--- src/inc/swrb_regs.svh ---
// Register layout and timing constants for the sleep/wake/reset/balance command block.
// Assumes a 200 MHz device clock; included by its bare name.
`ifndef SWRB_REGS_SVH
`define SWRB_REGS_SVH
`define BCFG_W            10
`define BCFG_RESET        10'h000
`define BCFG_MODE_LO      0
`define BCFG_MODE_HI      1
`define BCFG_WAIT_LO      2
`define BCFG_WAIT_HI      4
`define BCFG_PTR_LO       5
`define BCFG_PTR_HI       8
`define BCFG_RUN          9
`define CELL_W            12
`define CELL_RESET        12'h000
`define TST_W             4
`define TST_RESET         4'h0
`define TEMP_W            14
`define TEMP_RESET        14'h0000
`define ADDR_RESET        4'h0
`define MODE_OFF          2'h0
`define MODE_MANUAL       2'h1
`define MODE_TIMED        2'h2
`define MODE_AUTO         2'h3
`define PTR_ZERO          4'h0
`define CLK_MHZ           200
`define WAIT_US_500K      500
`define WAIT_US_250K      1000
`define WAIT_US_125K      2000
`define WAIT_US_62K       4000
`define WAKE_HZ           4000
`define WAKE_CYCLES       4
`define WAKE_HALF_CYC     (`CLK_MHZ * 1000000 / (2 * `WAKE_HZ))
`define TOP_ACK_US        1000
`define CNT_W             24
`endif

--- src/inc/swrb_pkg.sv ---
// Types shared by the command block: command codes, power states, carriers.
// Constants live in swrb_regs.svh.
package swrb_pkg;
   typedef enum logic [2:0] {
      CMD_NONE     = 3'h0,
      CMD_SLEEP    = 3'h1,
      CMD_WAKE     = 3'h2,
      CMD_RESET    = 3'h3,
      CMD_BAL_EN   = 3'h4,
      CMD_BAL_INH  = 3'h5
   } cmd_code_t;

   typedef struct packed {
      logic      valid;
      cmd_code_t code;
      logic      broadcast;
   } cmd_req_t;

   typedef struct packed {
      logic ack;
      logic nak;
   } resp_t;

   // Gray order along awake -> wait -> asleep -> waking
   typedef enum logic [1:0] {
      PW_AWAKE  = 2'b00,
      PW_WAIT   = 2'b01,
      PW_ASLEEP = 2'b11,
      PW_WAKING = 2'b10
   } pwr_state_t;
endpackage : swrb_pkg

--- src/hw/swrb_temp_check.sv ---
// Compares four external temperature readings against a low threshold.
// Readings and threshold are synchronous to ref_clk_i.
`timescale 1ns/10ps
`include "swrb_regs.svh"
module swrb_temp_check (
   input  wire logic                  ref_clk_i,
   input  wire logic                  rst_i,
   input  wire logic                  clk_en_i,
   input  wire logic [`TST_W-1:0]     enables_i,
   input  wire logic [4*`TEMP_W-1:0]  temps_i,
   input  wire logic [`TEMP_W-1:0]    thresh_i,
   output logic      [`TST_W-1:0]     fault_o
);
   logic [`TST_W-1:0] fault_d;
   logic [`TST_W-1:0] fault_q;

   // Fault per input only when its enable is set and value is below threshold
   always_comb begin
      for (int i = 0; i < `TST_W; i++) begin
         fault_d[i] = enables_i[i] && (temps_i[i*`TEMP_W +: `TEMP_W] < thresh_i);
      end
   end

   always_ff @(posedge ref_clk_i or posedge rst_i) begin
      if (rst_i) begin
         fault_q <= `TST_RESET;
      end else if (clk_en_i) begin
         fault_q <= fault_d;
      end
   end

   assign fault_o = fault_q;

   AST_TEMP_OFF: assert property (@(posedge ref_clk_i) disable iff (rst_i)
      (clk_en_i && !enables_i[0]) |=> !fault_q[0])
      else $error("temperature fault raised with check disabled");
endmodule : swrb_temp_check

--- src/hw/swrb_ctrl.sv ---
// Command block for one stack device: sleep, wake-up, reset and balance control.
// Summary of operation
// - Enabled temperature input below threshold raises a fault.
// - Disabled input is never compared; all four enables reset to zero.
// - Sleep command puts device to sleep; registers stay alive, but Manual and Timed FET drive stops while asleep.
// - Sleep must be broadcast; individually addressed Sleep is ignored, with NAK while awake and silently during the wait.
// - Top stack device answers ACK to a valid Sleep.
// - Sleep waits 500/1000/2000/4000 us by chain rate before sleeping.
// - Valid traffic on port 1 during wait cancels; another Sleep restarts wait.
// - No communication-fault timeout is applied to Sleep.
// - Watchdog expiry puts a device to sleep when the watchdog is enabled.
// - Wake-up must be broadcast; individually addressed Wake-up gets NAK at master.
// - Wake-up wakes master, which sends 4 kHz wake bursts upward; others forward.
// - Port 1 traffic is discarded while sending wake signal on port 2.
// - Top device waits after waking before sending ACK.
// - Stack wake-to-ACK is at most 63 ms for 8 and 100 ms for 14 devices.
// - No comm-fault checks while waking; host times out a missing ACK.
// - Reset restores power-up register values and clears stack address and size.
// - Broadcast Reset has no effect and Reset never answers.
// - Balance Enable sets run bit, starts balancing, accepted broadcast.
// - Balance Inhibit clears run bit, stops balancing, accepted broadcast.
// - Mode select bits 1:0 choose mode; zero means balancing off.
// - Timed mode turns all FET outputs off when duration elapses.
// - Twelve independent balance FET outputs, one per cell.
// - Mode 01 Manual, 10 Timed, 11 Auto.
// - Manual and Timed need pointer zero; cell bits select cells directly.
// - Cell bit 0 drives cell 1 FET, bit 11 cell 12; 1 enables.
// Assumes decoded commands and register writes arrive synchronous to ref_clk_i.
`timescale 1ns/10ps
`include "swrb_regs.svh"
module swrb_ctrl (
   input  wire logic                     ref_clk_i,
   input  wire logic                     rst_i,
   input  wire logic                     clk_en_i,
   input  wire swrb_pkg::cmd_req_t       cmd_i,
   input  wire logic                     port1_valid_i,
   input  wire logic                     is_top_i,
   input  wire logic                     is_master_i,
   input  wire logic [1:0]               chain_rate_i,
   input  wire logic                     wdog_en_i,
   input  wire logic                     wdog_expired_i,
   input  wire logic                     wake_sig_in_i,
   input  wire logic                     timed_done_i,
   input  wire logic                     bcfg_we_i,
   input  wire logic [`BCFG_W-1:0]       bcfg_wdata_i,
   input  wire logic                     cell_we_i,
   input  wire logic [`CELL_W-1:0]       cell_wdata_i,
   input  wire logic                     tst_we_i,
   input  wire logic [`TST_W-1:0]        tst_wdata_i,
   input  wire logic                     addr_we_i,
   input  wire logic [7:0]               addr_wdata_i,
   input  wire logic [4*`TEMP_W-1:0]     temps_i,
   input  wire logic [`TEMP_W-1:0]       temp_thresh_i,
   output swrb_pkg::resp_t               resp_o,
   output logic                          asleep_o,
   output logic                          wake_sig_out_o,
   output logic                          port1_accept_o,
   output logic [`BCFG_W-1:0]            bcfg_o,
   output logic [`CELL_W-1:0]            cell_o,
   output logic [`TST_W-1:0]             tst_o,
   output logic [7:0]                    stack_info_o,
   output logic [`CELL_W-1:0]            balance_fet_drive_o,
   output logic [`TST_W-1:0]             temp_fault_o
);
   import swrb_pkg::*;

   // Sleep wait in cycles for a rate code; even the longest time fits the counter
   function automatic logic [`CNT_W-1:0] sleep_wait_cycles(input logic [1:0] rate);
      case (rate)
         2'h0:    sleep_wait_cycles = `CNT_W'(`WAIT_US_500K * `CLK_MHZ);
         2'h1:    sleep_wait_cycles = `CNT_W'(`WAIT_US_250K * `CLK_MHZ);
         2'h2:    sleep_wait_cycles = `CNT_W'(`WAIT_US_125K * `CLK_MHZ);
         default: sleep_wait_cycles = `CNT_W'(`WAIT_US_62K * `CLK_MHZ);
      endcase
   endfunction : sleep_wait_cycles

   localparam logic [`CNT_W-1:0] WAKE_HALF = `CNT_W'(`WAKE_HALF_CYC);
   localparam logic [`CNT_W-1:0] ACK_WAIT  = `CNT_W'(`TOP_ACK_US * `CLK_MHZ);
   localparam logic [3:0]        WAKE_EDGES = 4'(2 * `WAKE_CYCLES);

   // ---------------- register state ----------------
   logic [`BCFG_W-1:0] bcfg_q, bcfg_d;
   logic [`CELL_W-1:0] cell_q, cell_d;
   logic [`TST_W-1:0]  tst_q, tst_d;
   logic [7:0]         stack_q, stack_d;
   logic               soft_reset;

   // Individual Reset clears every register; broadcast Reset is dropped
   assign soft_reset = cmd_i.valid && (cmd_i.code == CMD_RESET) && !cmd_i.broadcast;

   // Register next values; commands override same-cycle writes of the run bit
   always_comb begin
      bcfg_d  = bcfg_q;
      cell_d  = cell_q;
      tst_d   = tst_q;
      stack_d = stack_q;
      if (bcfg_we_i) bcfg_d = bcfg_wdata_i;
      if (cell_we_i) cell_d = cell_wdata_i;
      if (tst_we_i)  tst_d  = tst_wdata_i;
      if (addr_we_i) stack_d = addr_wdata_i;
      // Timed expiry drops the run bit; a same-cycle command still wins over it
      if (bcfg_q[`BCFG_MODE_HI:`BCFG_MODE_LO] == `MODE_TIMED && timed_done_i) begin
         bcfg_d[`BCFG_RUN] = 1'b0;
      end
      if (cmd_i.valid && cmd_i.code == CMD_BAL_EN)  bcfg_d[`BCFG_RUN] = 1'b1;
      if (cmd_i.valid && cmd_i.code == CMD_BAL_INH) bcfg_d[`BCFG_RUN] = 1'b0;
      if (soft_reset) begin
         bcfg_d  = `BCFG_RESET;
         cell_d  = `CELL_RESET;
         tst_d   = `TST_RESET;
         stack_d = {`ADDR_RESET, `ADDR_RESET};
      end
   end

   always_ff @(posedge ref_clk_i or posedge rst_i) begin
      if (rst_i) begin
         bcfg_q  <= `BCFG_RESET;
         cell_q  <= `CELL_RESET;
         tst_q   <= `TST_RESET;
         stack_q <= {`ADDR_RESET, `ADDR_RESET};
      end else if (clk_en_i) begin
         bcfg_q  <= bcfg_d;
         cell_q  <= cell_d;
         tst_q   <= tst_d;
         stack_q <= stack_d;
      end
   end

   // ---------------- power sequencing ----------------
   pwr_state_t         pw_q, pw_d;
   logic [`CNT_W-1:0]  cnt_q, cnt_d;
   logic [3:0]         edges_q, edges_d;
   logic               wsig_q, wsig_d;
   logic               ackw_q, ackw_d;
   resp_t              resp_q, resp_d;
   logic               asleep_q, asleep_d;
   logic               accept_q, accept_d;
   logic               sleep_cmd, wake_cmd;

   assign sleep_cmd = cmd_i.valid && cmd_i.code == CMD_SLEEP;
   assign wake_cmd  = cmd_i.valid && cmd_i.code == CMD_WAKE;

   // Sleep entry, cancel, wake burst and delayed top ACK.
   // No comm-fault timer runs here at all, so a lost Sleep simply goes unanswered.
   always_comb begin
      pw_d    = pw_q;
      cnt_d   = cnt_q;
      edges_d = edges_q;
      wsig_d  = wsig_q;
      ackw_d  = ackw_q;
      resp_d  = '0;
      case (pw_q)
         PW_AWAKE: begin
            if (sleep_cmd && !cmd_i.broadcast) begin
               resp_d.nak = 1'b1;
            end else if (sleep_cmd) begin
               resp_d.ack = is_top_i;
               pw_d  = PW_WAIT;
               cnt_d = sleep_wait_cycles(chain_rate_i);
            end else if (wdog_en_i && wdog_expired_i) begin
               pw_d = PW_ASLEEP;
            end
         end
         PW_WAIT: begin
            if (sleep_cmd && cmd_i.broadcast) begin
               cnt_d = sleep_wait_cycles(chain_rate_i);
               resp_d.ack = is_top_i;
            end else if (port1_valid_i) begin
               pw_d = PW_AWAKE;
            end else if (cnt_q == '0) begin
               pw_d = PW_ASLEEP;
            end else begin
               cnt_d = cnt_q - 1'b1;
            end
         end
         PW_ASLEEP: begin
            if (wake_cmd && is_master_i && !cmd_i.broadcast) begin
               resp_d.nak = 1'b1;
            end else if ((wake_cmd && is_master_i) || wake_sig_in_i) begin
               pw_d    = PW_WAKING;
               cnt_d   = WAKE_HALF;
               edges_d = WAKE_EDGES;
               wsig_d  = 1'b1;
               ackw_d  = is_top_i;
            end
         end
         PW_WAKING: begin
            // Burst of 4 kHz cycles on port 2; no fault checks meanwhile
            if (edges_q != '0) begin
               if (cnt_q == '0) begin
                  cnt_d   = WAKE_HALF;
                  edges_d = edges_q - 1'b1;
                  wsig_d  = (edges_q != 4'h1) && !wsig_q;
                  if (edges_q == 4'h1 && ackw_q) cnt_d = ACK_WAIT;
               end else begin
                  cnt_d = cnt_q - 1'b1;
               end
            end else if (ackw_q) begin
               // Top device holds off ACK so late-starting wake signals settle
               if (cnt_q == '0) begin
                  resp_d.ack = 1'b1;
                  ackw_d = 1'b0;
                  pw_d   = PW_AWAKE;
               end else begin
                  cnt_d = cnt_q - 1'b1;
               end
            end else begin
               pw_d = PW_AWAKE;
            end
         end
         default: pw_d = PW_AWAKE;
      endcase
      if (soft_reset) begin
         pw_d    = PW_AWAKE;
         wsig_d  = 1'b0;
         edges_d = '0;
         ackw_d  = 1'b0;
         resp_d  = '0;
      end
      // Status outputs follow the next state so they leave a flop with no extra lag
      asleep_d = (pw_d == PW_ASLEEP);
      accept_d = !(pw_d == PW_WAKING && edges_d != '0);
   end

   always_ff @(posedge ref_clk_i or posedge rst_i) begin
      if (rst_i) begin
         pw_q    <= PW_AWAKE;
         cnt_q   <= '0;
         edges_q <= '0;
         wsig_q  <= 1'b0;
         ackw_q  <= 1'b0;
         resp_q  <= '0;
         asleep_q <= 1'b0;
         accept_q <= 1'b1;
      end else if (clk_en_i) begin
         pw_q    <= pw_d;
         cnt_q   <= cnt_d;
         edges_q <= edges_d;
         wsig_q  <= wsig_d;
         ackw_q  <= ackw_d;
         resp_q  <= resp_d;
         asleep_q <= asleep_d;
         accept_q <= accept_d;
      end
   end

   // ---------------- balance FET drive ----------------
   logic [`CELL_W-1:0] fet_q, fet_d;
   logic [1:0]         mode;
   logic               ptr_ok;

   assign mode   = bcfg_q[`BCFG_MODE_HI:`BCFG_MODE_LO];
   assign ptr_ok = bcfg_q[`BCFG_PTR_HI:`BCFG_PTR_LO] == `PTR_ZERO;

   // Auto sequencing lives elsewhere; here Auto drives nothing.
   // Asleep drops manual drive; timed drive is also stopped while asleep.
   always_comb begin
      fet_d = '0;
      if (bcfg_q[`BCFG_RUN] && pw_q != PW_ASLEEP && ptr_ok &&
          (mode == `MODE_MANUAL || mode == `MODE_TIMED)) begin
         fet_d = cell_q;
      end
   end

   always_ff @(posedge ref_clk_i or posedge rst_i) begin
      if (rst_i) begin
         fet_q <= `CELL_RESET;
      end else if (clk_en_i) begin
         fet_q <= fet_d;
      end
   end

   swrb_temp_check u_temp (
      .ref_clk_i (ref_clk_i),
      .rst_i     (rst_i),
      .clk_en_i  (clk_en_i),
      .enables_i (tst_q),
      .temps_i   (temps_i),
      .thresh_i  (temp_thresh_i),
      .fault_o   (temp_fault_o)
   );

   assign resp_o              = resp_q;
   assign asleep_o            = asleep_q;
   assign wake_sig_out_o      = wsig_q;
   assign port1_accept_o      = accept_q;
   assign bcfg_o              = bcfg_q;
   assign cell_o              = cell_q;
   assign tst_o               = tst_q;
   assign stack_info_o        = stack_q;
   assign balance_fet_drive_o = fet_q;

   AST_SLEEP_NAK: assert property (@(posedge ref_clk_i) disable iff (rst_i)
      (clk_en_i && pw_q == PW_AWAKE && sleep_cmd && !cmd_i.broadcast && !soft_reset)
      |=> (resp_q.nak && pw_q == PW_AWAKE))
      else $error("addressed sleep not refused");
   AST_SLEEP_ENTER: assert property (@(posedge ref_clk_i) disable iff (rst_i)
      (clk_en_i && pw_q == PW_AWAKE && sleep_cmd && cmd_i.broadcast && !soft_reset)
      |=> pw_q == PW_WAIT)
      else $error("broadcast sleep did not start wait");
   AST_CANCEL: assert property (@(posedge ref_clk_i) disable iff (rst_i)
      (clk_en_i && pw_q == PW_WAIT && port1_valid_i && !sleep_cmd && !soft_reset)
      |=> pw_q == PW_AWAKE)
      else $error("port 1 traffic did not cancel sleep");
   AST_WDOG: assert property (@(posedge ref_clk_i) disable iff (rst_i)
      (clk_en_i && pw_q == PW_AWAKE && !sleep_cmd && wdog_en_i && wdog_expired_i && !soft_reset)
      |=> asleep_o)
      else $error("watchdog expiry did not sleep");
   AST_RUN_SET: assert property (@(posedge ref_clk_i) disable iff (rst_i)
      (clk_en_i && cmd_i.valid && cmd_i.code == CMD_BAL_EN) |=> bcfg_q[`BCFG_RUN])
      else $error("balance enable did not set run bit");
   AST_RUN_CLR: assert property (@(posedge ref_clk_i) disable iff (rst_i)
      (clk_en_i && cmd_i.valid && cmd_i.code == CMD_BAL_INH) |=> !bcfg_q[`BCFG_RUN])
      else $error("balance inhibit did not clear run bit");
   AST_MODE_OFF: assert property (@(posedge ref_clk_i) disable iff (rst_i)
      (clk_en_i && mode == `MODE_OFF) |=> (fet_q == '0))
      else $error("FETs on with mode off");
   AST_RESET_CLR: assert property (@(posedge ref_clk_i) disable iff (rst_i)
      (clk_en_i && soft_reset) |=> (stack_q == '0 && bcfg_q == '0 && tst_q == '0))
      else $error("reset command left registers set");
   AST_DISCARD: assert property (@(posedge ref_clk_i) disable iff (rst_i)
      wsig_q |-> !port1_accept_o)
      else $error("port 1 accepted during wake burst");
endmodule : swrb_ctrl

--- config.mk ---
export PLATFORM = sky130hd
export DESIGN_NAME = swrb_ctrl
export DESIGN_NICKNAME = d
export VERILOG_FILES = /design/src/inc/swrb_pkg.sv /design/src/hw/swrb_temp_check.sv /design/src/hw/swrb_ctrl.sv
export VERILOG_INCLUDE_DIRS = /design/src /design/src/inc
export SDC_FILE = /design/constraint.sdc
export NUM_CORES = 1
export LEC_CHECK = 0
export BUFFER_PORTS_ARGS = -buffer_cell sky130_fd_sc_hd__clkbuf_2
export CAP_MARGIN = 20
export CORE_ASPECT_RATIO = 1.2
export CORE_MARGIN = 4
export CORE_UTILIZATION = 48
export CTS_CLUSTER_DIAMETER = 60
export DETAILED_ROUTE_END_ITERATION = 8
export PLACE_DENSITY = 0.86
export REMOVE_ABC_BUFFERS = 1
export SYNTH_ARGS = -nofsm -noshare
export SYNTH_HDL_FRONTEND = slang
export SYNTH_SLANG_ARGS = --single-unit
--- constraint.sdc ---
create_clock -name ref_clk_i -period 2.65 [get_ports ref_clk_i]
set_input_delay 0.3975 -clock ref_clk_i [delete_from_list [all_inputs] [get_ports ref_clk_i]]
set_output_delay 0.3975 -clock ref_clk_i [all_outputs]
set_load 0.005 [all_outputs]
Yosys cells after proc, flatten, opt, wreduce, memory -nomap -nowiden
Cells that the tools add are included.
{"block": "totals", "wordCells": 165, "input_bits": 125, "register_bits": 86, "output_inout_bits": 55}
{"block": "classes", "reduce_logical": 47, "addsub": 2, "eq_ne": 28, "mux": 68, "magnitude_cmp": 4}
{"operator": "$mux 24", "n": 10}
{"operator": "$pmux 24 s4", "n": 1}
{"operator": "$pmux 20 s3", "n": 1}
{"operator": "$lt 14x14->1", "n": 4}
{"operator": "$mux 12", "n": 3}
{"operator": "$mux 4", "n": 7}
{"operator": "$mux 2", "n": 13}
{"operator": "$logic_not 24->1", "n": 1}
{"operator": "$sub 24x1->24 const B", "n": 1}
{"operator": "$logic_and 1x1->1", "n": 22}
{"operator": "$mux 1", "n": 22}
{"operator": "$ne 3x3->1 const B", "n": 7}
{"operator": "$mux 10", "n": 2}
{"operator": "$mux 18", "n": 1}
{"operator": "$mux 8", "n": 2}
{"operator": "$eq 2x2->1 const B", "n": 6}
{"operator": "$ne 2x2->1 const B", "n": 5}
{"operator": "$reduce_and 2->1", "n": 5}
{"operator": "$pmux 2 s4", "n": 1}
{"operator": "$pmux 4 s2", "n": 1}
{"operator": "$reduce_bool 2->1", "n": 4}
{"operator": "$reduce_bool 4->1", "n": 2}
{"operator": "$reduce_and 7->1", "n": 1}
{"operator": "$eq 2x1->1 const B", "n": 3}
{"operator": "16 further kinds", "n": 24}

Logic depth before layout (Yosys ltp)
Gate-level depths: netlist of run 1.
{"block": "logic_depth", "depth_word": 11, "ltp_mapped": 11, "ltp_nobuf": 10}

Modules after synthesis
A second synthesis of run 1 with hierarchy kept.
{"block": "unflattened", "cells_unflattened": 675, "hier_area_um2": 6068.3}
{"module": "swrb_ctrl", "seq_area_each_um2": 2053.2, "instances": 1, "area_each_um2": 4694.5, "cells_each": 517}
{"module": "swrb_temp_check", "seq_area_each_um2": 100.1, "instances": 1, "area_each_um2": 1373.8, "cells_each": 158}

Worst setup path after synthesis of run 1
Ideal clock, no wire load.
{"block": "synth_timing", "kind": "flip-flop to flip-flop", "startpoint": "register cnt_q[18]", "endpoint": "register edges_q[3]", "t_required_ns": 2.525, "n_path_buf": 1, "setup_time_ns": 0.125, "path_slack_ns": 0.230, "t_arrival_ns": 2.295, "synth_period_minus_slack_ns": 2.420, "stages_incl_launch_ff": 10, "path_cell_list": "dfrtp_1 > or2_1 > or4_4 > nor4_4 > inv_2 > buf_6 > o31ai_1 > o21a_1 > nor2_1 > mux2_2"}
{"block": "synth_via", "elab_chain_len": 5}
{"element": "from (decl)", "line_no": "swrb_ctrl.sv:131", "source": "logic [`CNT_W-1:0] cnt_q, cnt_d;"}
{"element": "from (signal assigned)", "line_no": "swrb_ctrl.sv:237", "source": "cnt_q <= cnt_d;"}
{"element": "$logic_not 24->1", "line_no": "swrb_ctrl.sv:190", "source": "if (cnt_q == '0) begin"}
{"element": "$mux 4", "line_no": "swrb_ctrl.sv:190"}
{"element": "$mux 4", "line_no": "swrb_ctrl.sv:189", "source": "if (edges_q != '0) begin"}
{"element": "$pmux 4 s2", "line_no": "swrb_ctrl.sv:152", "source": "case (pw_q)"}
{"element": "$mux 4", "line_no": "swrb_ctrl.sv:213", "source": "if (soft_reset) begin"}
{"element": "to (signal assigned)", "line_no": "swrb_ctrl.sv:238", "source": "edges_q <= edges_d;"}
{"element": "to (decl)", "line_no": "swrb_ctrl.sv:132", "source": "logic [3:0] edges_q, edges_d;"}
No other way between the ends.
A chain may end at the register's enable or synchronous reset.

Final worst setup path of run 1
{"block": "layout_timing", "startpoint": "register cnt_q[0]", "endpoint": "register cnt_q[13]"}
{"block": "layout_via", "elab_chain_len": 5, "word_cells_on_any_way": 9, "classes_between": "add/sub (1); mux (7); reduce/logical (1)"}
{"element": "$sub 24x1->24 / $logic_not 24->1 (equally long branches)"}
{"element": "$mux 24", "line_no": "swrb_ctrl.sv:170, swrb_ctrl.sv:200"}
{"element": "$mux 24 (on tied branches)", "line_no": "swrb_ctrl.sv:198, swrb_ctrl.sv:168"}
{"element": "$mux 24 (on tied branches)", "line_no": "swrb_ctrl.sv:189, swrb_ctrl.sv:165"}
{"element": "$pmux 24 s4 *", "line_no": "swrb_ctrl.sv:152"}
Every way passes the cells marked *; elsewhere a longest branch is shown, timed or not. The select of a mux whose other input is x is not followed.

==> impl_metrics.toml, run 1 <==
[setup_path]
crit_type = "register to register"
cp_max_fo = 9
arrival_ps = 2770
cp-start-kind = "register"
end_kind = "register"
critical_path_required_ps = 2910

[place]
dpl_worst_slack_ps = 105
hpwl_mm = 15.0
place_inst = 1028
port_buffers = 179
placedInstanceArea_mm2 = 0.00734
gp_congestion = 0.946

[yosys]
ys_types = 70
syn_area_mm2 = 0.00608
ys_seq_area_share_pct = 35.4
synth_cells = 678
yosysMostFrequentCell = "dfrtp_1"
synth-edff-count = 0
netlist.top_cell.by_area = "dfrtp_1"
synth-seq-cells = 86
ys.flop_type = "dfrtp_1"
yosysWarnings = 0
synth_area_leaders = "dfrtp_1, ha_1, o21ai_0"
ys_top_cells_by_count = "dfrtp_1, ha_1, o21ai_0, inv_1, nand2_1"
syn_avg_cell_area_um2 = 8.96
synth_top_area_share_pct = 35.0
async_flop_share_pct = 100

[clocking]
path_clk_slew_ps = 80
cts_setup_buffers = 0
clk_latency_ps = 350
cts_root_buffer = "clkbuf_16"
cts_made_buffers = 9
cts_max_level = 3
clock_path_buffers = 2
ctsResizeCount = 0
clkSinkCount = 86
cts-hold-fix-buffers = 0
cts_tree = "done"

[route]
route.detailed.drc = 0
routed-via-count = 6262
avgViaCountPerCell = 6.00
first_pass_iters = 7
antenna_left = 0
drtIter0Drc = 577
wl_per_cell_um = 18.2
routed_wl_mm = 19.0

[flow_run]
maxCapViolCount = 0

[sta]
worst_pin_slew_ps = 762
hold_viol = 0
relSlewSlack_pct = 48.7
fin_ws_ps = 147
finClkSkew_ps = 13.1
fmax_mhz = 400
min_period_over_period_pct = 94.4
fin_tns_setup_ps = 0
min_period_ps = 2500
slew_violations = 0
setup_viol = 0

[floorplan]
die_area_mm2 = 0.0145
initial_core_util_pct = 49.7
num_io_pins = 180
num_rows = 44
die_w_um = 111
core_mm2 = 0.0122
die_h_um = 131

[layout]
nets = 1071
finalInstanceArea_mm2 = 0.00766
drive_gt1_share_pct = 28.2
final_cells = 1044
n_antenna_cell = 0
area_growth_syn_to_layout_pct = 26.1

[pwr]
leakage_nw = 3.78
peakVddDrop_mv = 0.466
fin_total_pwr_w = 0.00613
p_per_area_mw_per_mm2 = 800

[global_routing]
grt_max_degree = 61
grt_pass1_wl_mm = 31.1
grt.overflow.total = 0
antenna_found_initial = 0
first_global_vias = 6151
globalRouteTotalUtil_pct = 25.9

[hold_path]
hold_path.class = "input pin to asynchronous set/reset pin"

[outcome]
status = "finished, final reports clean"
==> metal layers <==
layer,wire length [um],vias up,track usage [%],part of all wire (%)
li1,-,2926,-,-
met1,7460,2952,31.7,39
met2,9330,326,44.0,49
met3,1540,58,5.11,8.1
met4,706,0,12.1,3.7
met5,0,-,0,0
==> critical path, stage by stage (launching register included) <==
cell       delay [ps]
dfrtp_1           400
inv_1             100
ha_1              200
nor2b_1           140
nand3_1           140
nor4_4             60
buf_4             180
or4_1             530
a2111oi_0         410
a221oi_1          100
o22ai_1           180
==> worst paths after layout <==
path / slack [ps] / from / endpoint / cells past startpoint
worst max-delay path: 150 / cnt_q[0] / cnt_q[13] / 10
worst min-delay path: 40 / rst_i / cell_o[8] / 2
worst max register to register: 150 / cnt_q[0] / cnt_q[13] / 10
worst min register to register: 490 / cnt_q[23] / cnt_q[23] / 1
max in group asynchronous: 1860 / rst_i / port1_accept_o / 3
min in group ref_clk_i: 260 / cell_wdata_i[4] / cell_o[4] / 2
==> final cells by class <==
type / count / area, um2
Fill cell: 1036 / 4560
Tap cell: 161 / 201
Multi-Input combinational cell: 513 / 3640
Clock inverter: 7 / 73.8
Inverter: 55 / 208
Sequential cell: 86 / 2150
Clock buffer: 9 / 225
Timing Repair Buffer: 213 / 1160
==> placed cells by master (no fill, tap or decap), drive strengths merged, types with 19 or more instances in the layout <==
| master | n |
|---|---|
| clkbuf | 188 |
| dfrtp | 85 |
| o21ai | 69 |
| ha | 68 |
| inv | 57 |
| nand2 | 53 |
| a21oi | 50 |
| buf | 34 |
| a22o | 33 |
| nor2 | 28 |
| nor2b | 19 |
==> report_power, final <==
part | total (W) | switching [W] | internal [W]
clock | 0.00128 | 0.000609 | 0.000667
sequential | 0.00189 | 0.000291 | 0.00160
combinational | 0.00297 | 0.00174 | 0.00123
==> cells by family after synthesis <==
logic type               Yosys count  share of synthesized area (%)
AO/OA/AOI/OAI                    245                           27.4
AND/OR/NAND/NOR                  190                           16.6
flip-flops                        86                           35.4
buffers and inverters             79                           5.05
adder cells (fa/ha/maj)           68                           14.0
XOR/XNOR                           6                          0.865
multiplexers                       4                          0.680
==> sequential cells by signal (all words and copies together), names as in the netlist <==
name,cells
bcfg_o,10
balance_fet_drive_o,12
asleep_o,1
cell_o,12
u_temp.fault_o,4
tst_o,4
port1_accept_o,1
wake_sig_out_o,1
stack_info_o,8
resp_o,2
ackw_q,1
pw_q,2
cnt_q,24
edges_q,4
==> metrics by stage <==
step | hold WS [ps] | util (%)
global route | 75.7 | 62.7
global placement | 421 | 60.1
finish | 42.0 | 62.7
CTS | 55.5 | 62.5
detailed placement | 434 | 60.1
floorplan | 445 | -
Note: power is estimated with default switching activity, not from simulation.
==> run 2, diff against run 1 <==
--- a/config.mk
+++ b/config.mk
@@ -10,10 +10,11 @@
 export CAP_MARGIN = 20
 export CORE_ASPECT_RATIO = 1.2
 export CORE_MARGIN = 4
-export CORE_UTILIZATION = 48
+export CORE_UTILIZATION = 49
+export CTS_BUF_LIST = sky130_fd_sc_hd__clkbuf_2 sky130_fd_sc_hd__clkbuf_4 sky130_fd_sc_hd__clkbuf_8
 export CTS_CLUSTER_DIAMETER = 60
 export DETAILED_ROUTE_END_ITERATION = 8
-export PLACE_DENSITY = 0.86
+export PLACE_DENSITY = 0.87
 export REMOVE_ABC_BUFFERS = 1
 export SYNTH_ARGS = -nofsm -noshare
 export SYNTH_HDL_FRONTEND = slang
==> run 2 against run 1 <==
  * Sequential share of layout area up 0.40 points
  * Wire length is 1.6% lower
  * Critical path type unchanged
  * Highest routed layer unchanged
  * Sequential power about the same
==> impl_metrics.toml, run 2 (synthesized netlist as in run 1, its figures left out) <==
[layout]
largest_reg_flops = 24
layout_common_cells = "clkbuf_2, dfrtp_1, ha_1, o21ai_0, nand2_1"
layout_commonest_cell = "clkbuf_2"
postLayoutCoreUtil_pct = 62.4
final_cells = 1040
finalInstanceArea_mm2 = 0.00755
largest-register = "cnt_q"
multiInputGateArea_mm2 = 0.00364
nets = 1067
n_antenna_cell = 0
seq_area_mm2 = 0.00215
area_growth_syn_to_layout_pct = 24.3
fillers = 1038
drive_gt1_share_pct = 28.1

[clocking]
cts_max_level = 3
cts_tree = "done"
clkSinkCount = 86
cts-hold-fix-buffers = 0
path_clk_slew_ps = 100
cts_made_buffers = 9
clock_path_buffers = 2
cts_root_buffer = "clkbuf_8"
clk_latency_ps = 370

[floorplan]
initial_core_util_pct = 50.2
num_io_pins = 180
die_w_um = 110
num_rows = 44
core_mm2 = 0.0121
die_h_um = 130
die_area_mm2 = 0.0143

[sta]
setup_viol = 0
finClkSkew_ps = 14.8
worst_pin_slew_ps = 667
relSlewSlack_pct = 55.0
fmax_mhz = 386
min_period_over_period_pct = 97.7
hold_viol = 0
min_period_ps = 2590
slew_violations = 0

[setup_path]
critical_path_required_ps = 2940
arrival_ps = 2880
r2r_slack_ps = 60
r2r_cells = 10
end_kind = "register"
r2r_end = "cnt_q[13]"
rr_startpoint = "cnt_q[0]"
cp_max_fo = 17
cp-start-kind = "register"
crit_type = "register to register"

[pwr]
peakVddDrop_mv = 0.456
fin_total_pwr_w = 0.00581
p_per_area_mw_per_mm2 = 769
leakage_nw = 3.73

[global_routing]
first_global_vias = 5988
antenna_found_initial = 0
grt.overflow.total = 0
grt_pass1_wl_mm = 28.9
globalRouteTotalUtil_pct = 25.7
grt_max_degree = 56

[outcome]
status = "finished, final reports clean"

[place]
hpwl_mm = 15.1
gp_congestion = 1.00
placedInstanceArea_mm2 = 0.00730
place_inst = 1023
port_buffers = 179

[route]
routed-via-count = 6221
routed_wl_mm = 18.7
wl_per_cell_um = 18.0
drtIter0Drc = 460
route.detailed.drc = 0
antenna_left = 0
first_pass_iters = 5
avgViaCountPerCell = 5.98

[hold_path]
hold_path.class = "input pin to asynchronous set/reset pin"

[flow_run]
maxCapViolCount = 0
[run 2: worst max path at each step]
stage                     startpoint         end  slack (ps)  cells after the start
after global placement     cnt_q[18]   cnt_q[13]         170                      7
after global routing        cnt_q[0]   cnt_q[13]         -30                     10
after detailed placement   cnt_q[18]   cnt_q[13]         130                      7
final                       cnt_q[0]   cnt_q[13]          60                     10
after CTS                  cnt_q[18]   cnt_q[13]         100                      7
after floorplan            cnt_q[18]  edges_q[3]           5                      8
[run 2: what timing repair did]
item | in CTS | in global routing
setup buffers | 0 | 1
resized for setup | 0 | 7
setup endpoints to repair | 0 | 6
[run 2: per-layer routing]
layer	vias up	GRT usage, %	wire, um
li1	2937	-	-
met1	2908	29.8	7120
met2	320	44.9	9290
met3	56	6.23	1610
met4	0	10.9	701
met5	-	0	0
[run 2: layout make-up]
class	instances	share of cell area (%)
repair buffers	209	15.1
inverters	55	2.75
flip-flops and latches	86	28.5
clock inverters	7	1.16
clock buffers	9	1.64
well taps	161	2.67
multi-input cells	513	48.2
[run 2: critical path: stages, from the launching register on]
cell	delay [ps]
dfrtp_1	400
inv_1	100
ha_1	210
nor2b_1	140
nand3_1	130
nor4_4	50
buf_4	210
or4_1	540
a2111oi_1	440
a221oi_1	110
o22ai_1	180
[run 2: through the flow]
stage / worst slack, ps / TNS, ps / hold WS, ps
after floorplan: 4.90 / 0 / 445
after global placement: 169 / 0 / 459
after detailed placement: 132 / 0 / 453
after CTS: 97.0 / 0 / 41.8
after global routing: -28.7 / -28.7 / 71.0
final: 62.0 / 0 / 38.0
[run 2: where the power goes]
part           switching, W  internal (W)  leakage (nW)  total (W)
sequential         0.000274       0.00159          1.10    0.00187
clock              0.000535      0.000461         0.109   0.000996
combinational       0.00172       0.00122          2.52    0.00294
==> run 3, diff against run 2 <==
--- a/config.mk
+++ b/config.mk
@@ -18,4 +18,5 @@
 export REMOVE_ABC_BUFFERS = 1
 export SYNTH_ARGS = -nofsm -noshare
 export SYNTH_HDL_FRONTEND = slang
+export SYNTH_HIERARCHICAL = 1
 export SYNTH_SLANG_ARGS = --single-unit
==> run 3 against run 2 <==
  * The run now ends with setup timing left
  * Die area shrank 0.11%
  * Synthesized cell count is 0.44% lower
  * Register-to-register slack lost 140 ps
  * Total power decreased by 3.8%
  * Hold slack improved by 190 ps
  * Sequential cell count stayed put
  * Cell count increased by 1.4%
  * Synthesized area fell by 0.12%
  * Clock skew increased by 5.8 ps
  * Sequential power is 3% lower
  * First-iteration DRC count up 7.8%
  * Via count is 2.5% higher
  * Critical path type unchanged
==> impl_metrics.toml, run 3 <==
[outcome]
status = "complete, but fails checks"
violations = "setup timing"

[pwr]
leakage_nw = 3.80
p_per_area_mw_per_mm2 = 721
peakVddDrop_mv = 0.468

[yosys]
synth-seq-cells = 86
ys_top_cells_by_count = "dfrtp_1, ha_1, nand2_1, o21ai_0, a21oi_1"
ys_seq_area_share_pct = 35.5
syn_avg_cell_area_um2 = 8.99
syn_area_mm2 = 0.00607
ys.flop_type = "dfrtp_1"
synth_top_area_share_pct = 35.1
synth-edff-count = 0
ys_types = 65
yosysWarnings = 6
synth_cells = 675
synth_area_leaders = "dfrtp_1, ha_1, a22o_1"
netlist.top_cell.by_area = "dfrtp_1"
async_flop_share_pct = 100
yosysMostFrequentCell = "dfrtp_1"

[floorplan]
die_area_mm2 = 0.0142
die_h_um = 130
core_mm2 = 0.0121
num_io_pins = 180
initial_core_util_pct = 50.1
die_w_um = 110
num_rows = 44

[route]
drtIter0Drc = 496
routed_wl_mm = 20.3
avgViaCountPerCell = 6.04
routed-via-count = 6374
route.detailed.drc = 0
first_pass_iters = 5
antenna_left = 0
wl_per_cell_um = 19.2

[sta]
relSlewSlack_pct = 50.1
min_period_ps = 2730
fin_ws_ps = -78.4
setup_viol = 8
min_period_over_period_pct = 103
hold_viol = 0
slew_violations = 0
fmax_mhz = 367
finClkSkew_ps = 20.7
worst_pin_slew_ps = 748
rsz0062_at_grt = "true"

[layout]
area_growth_syn_to_layout_pct = 27.6
fillers = 1013
largest_reg_flops = 24
nets = 1082
postLayoutCoreUtil_pct = 63.9
multiInputGateArea_mm2 = 0.00371
drive_gt1_share_pct = 31.8
seq_area_mm2 = 0.00215
layout_common_cells = "clkbuf_2, dfrtp_1, nand2_1, ha_1"
final_cells = 1055
largest-register = "cnt_q"
n_antenna_cell = 0
layout_commonest_cell = "clkbuf_2"

[global_routing]
grt_max_degree = 45
grt.overflow.total = 0
grt_pass1_wl_mm = 31.0
first_global_vias = 6280
globalRouteTotalUtil_pct = 27.8
antenna_found_initial = 0

[setup_path]
cp_max_fo = 5
cp-start-kind = "register"
critical_path_required_ps = 2950
crit_type = "register to register"
end_kind = "register"
arrival_ps = 3030

[place]
gp_congestion = 0.960
place_inst = 1036
hpwl_mm = 16.1
port_buffers = 179

[clocking]
clkSinkCount = 86
cts_root_buffer = "clkbuf_8"
cts_tree = "done"
clock_path_buffers = 2
cts_max_level = 3
cts_made_buffers = 9
clk_latency_ps = 380
path_clk_slew_ps = 110

[hold_path]
hold_path.class = "input pin to register"

[flow_run]
maxCapViolCount = 0
==> run 3: cells by family after synthesis <==
group | Yosys count | synth area share, %
muxes | 5 | 0.887
AOI/OAI and AO/OA | 231 | 25.5
xor gates and xnor gates | 12 | 1.73
adders and majority gates | 68 | 14.0
and+or+nand+nor | 200 | 17.8
buffers and inverters | 73 | 4.56
DFF | 86 | 35.5
==> run 3: routing by layer <==
layer	vias to the layer above	part of all wire, %	track usage [%]	routed length, um
li1	2960	-	-	-
met1	2988	36	30.6	7340
met2	334	50	49.0	10000
met3	92	9.0	6.38	1820
met4	0	5.3	15.5	1070
met5	-	0	0	0
==> run 3: critical path: stages (launching register included) <==
cell and delay [ps]:
dfrtp_1 390, or4_4 530, or4_4 450, nor3_4 250, inv_1 160, o31a_1 300
a211o_1 300, buf_4 150, o22ai_1 100
==> run 3: worst paths after layout <==
path	cells after the start	to	start	slack, ps
worst max-delay path	8	asleep_o	cnt_q[9]	-80
min in group asynchronous	3	u_temp/fault_o[1]	rst_i	490
worst min register to register	2	resp_o[0]	resp_o[0]	490
worst max register to register	8	asleep_o	cnt_q[9]	-80
worst min-delay path	2	stack_info_o[4]	addr_wdata_i[4]	230
max in group asynchronous	4	stack_info_o[0]	rst_i	1310
==> run 3: layout make-up <==
class / count / share of cell area (%)
clock buffers: 9 / 1.60
repair buffers: 231 / 16.9
clock inverters: 7 / 0.986
multi-input cells: 516 / 47.9
well taps: 161 / 2.60
flip-flops and latches: 86 / 27.8
inverters: 45 / 2.20
==> run 3: repair_timing <==
action                                  in CTS  in global routing
endpoints found under the hold margin        4                  0
gates resized for setup                      5                 11
pin swaps                                    2                  2
hold buffers                                 1                  0
endpoints found under the setup margin      14                 27
buffers inserted                             4                  0
==> run 3: power by group <==
part / internal, W / switching (W)
sequential: 0.00156 / 0.000261
combinational: 0.00121 / 0.00161
clock: 0.000373 / 0.000567
==> run 3: stage by stage <==
| step | setup slack [ps] | total power, W | hold WS (ps) | area [um2] | TNS [ps] |
|---|---|---|---|---|---|
| after floorplan | -421 | 0.00339 | 164 | 5960 | -2690 |
| after global placement | -104 | 0.00446 | 297 | 7440 | -280 |
| after detailed placement | -175 | 0.00452 | 304 | 7440 | -1050 |
| after CTS | -25.8 | 0.00550 | 223 | 7710 | -56.9 |
| after global routing | -172 | 0.00593 | 218 | 7740 | -2120 |
| final | -78.4 | 0.00558 | 232 | 7740 | -307 |
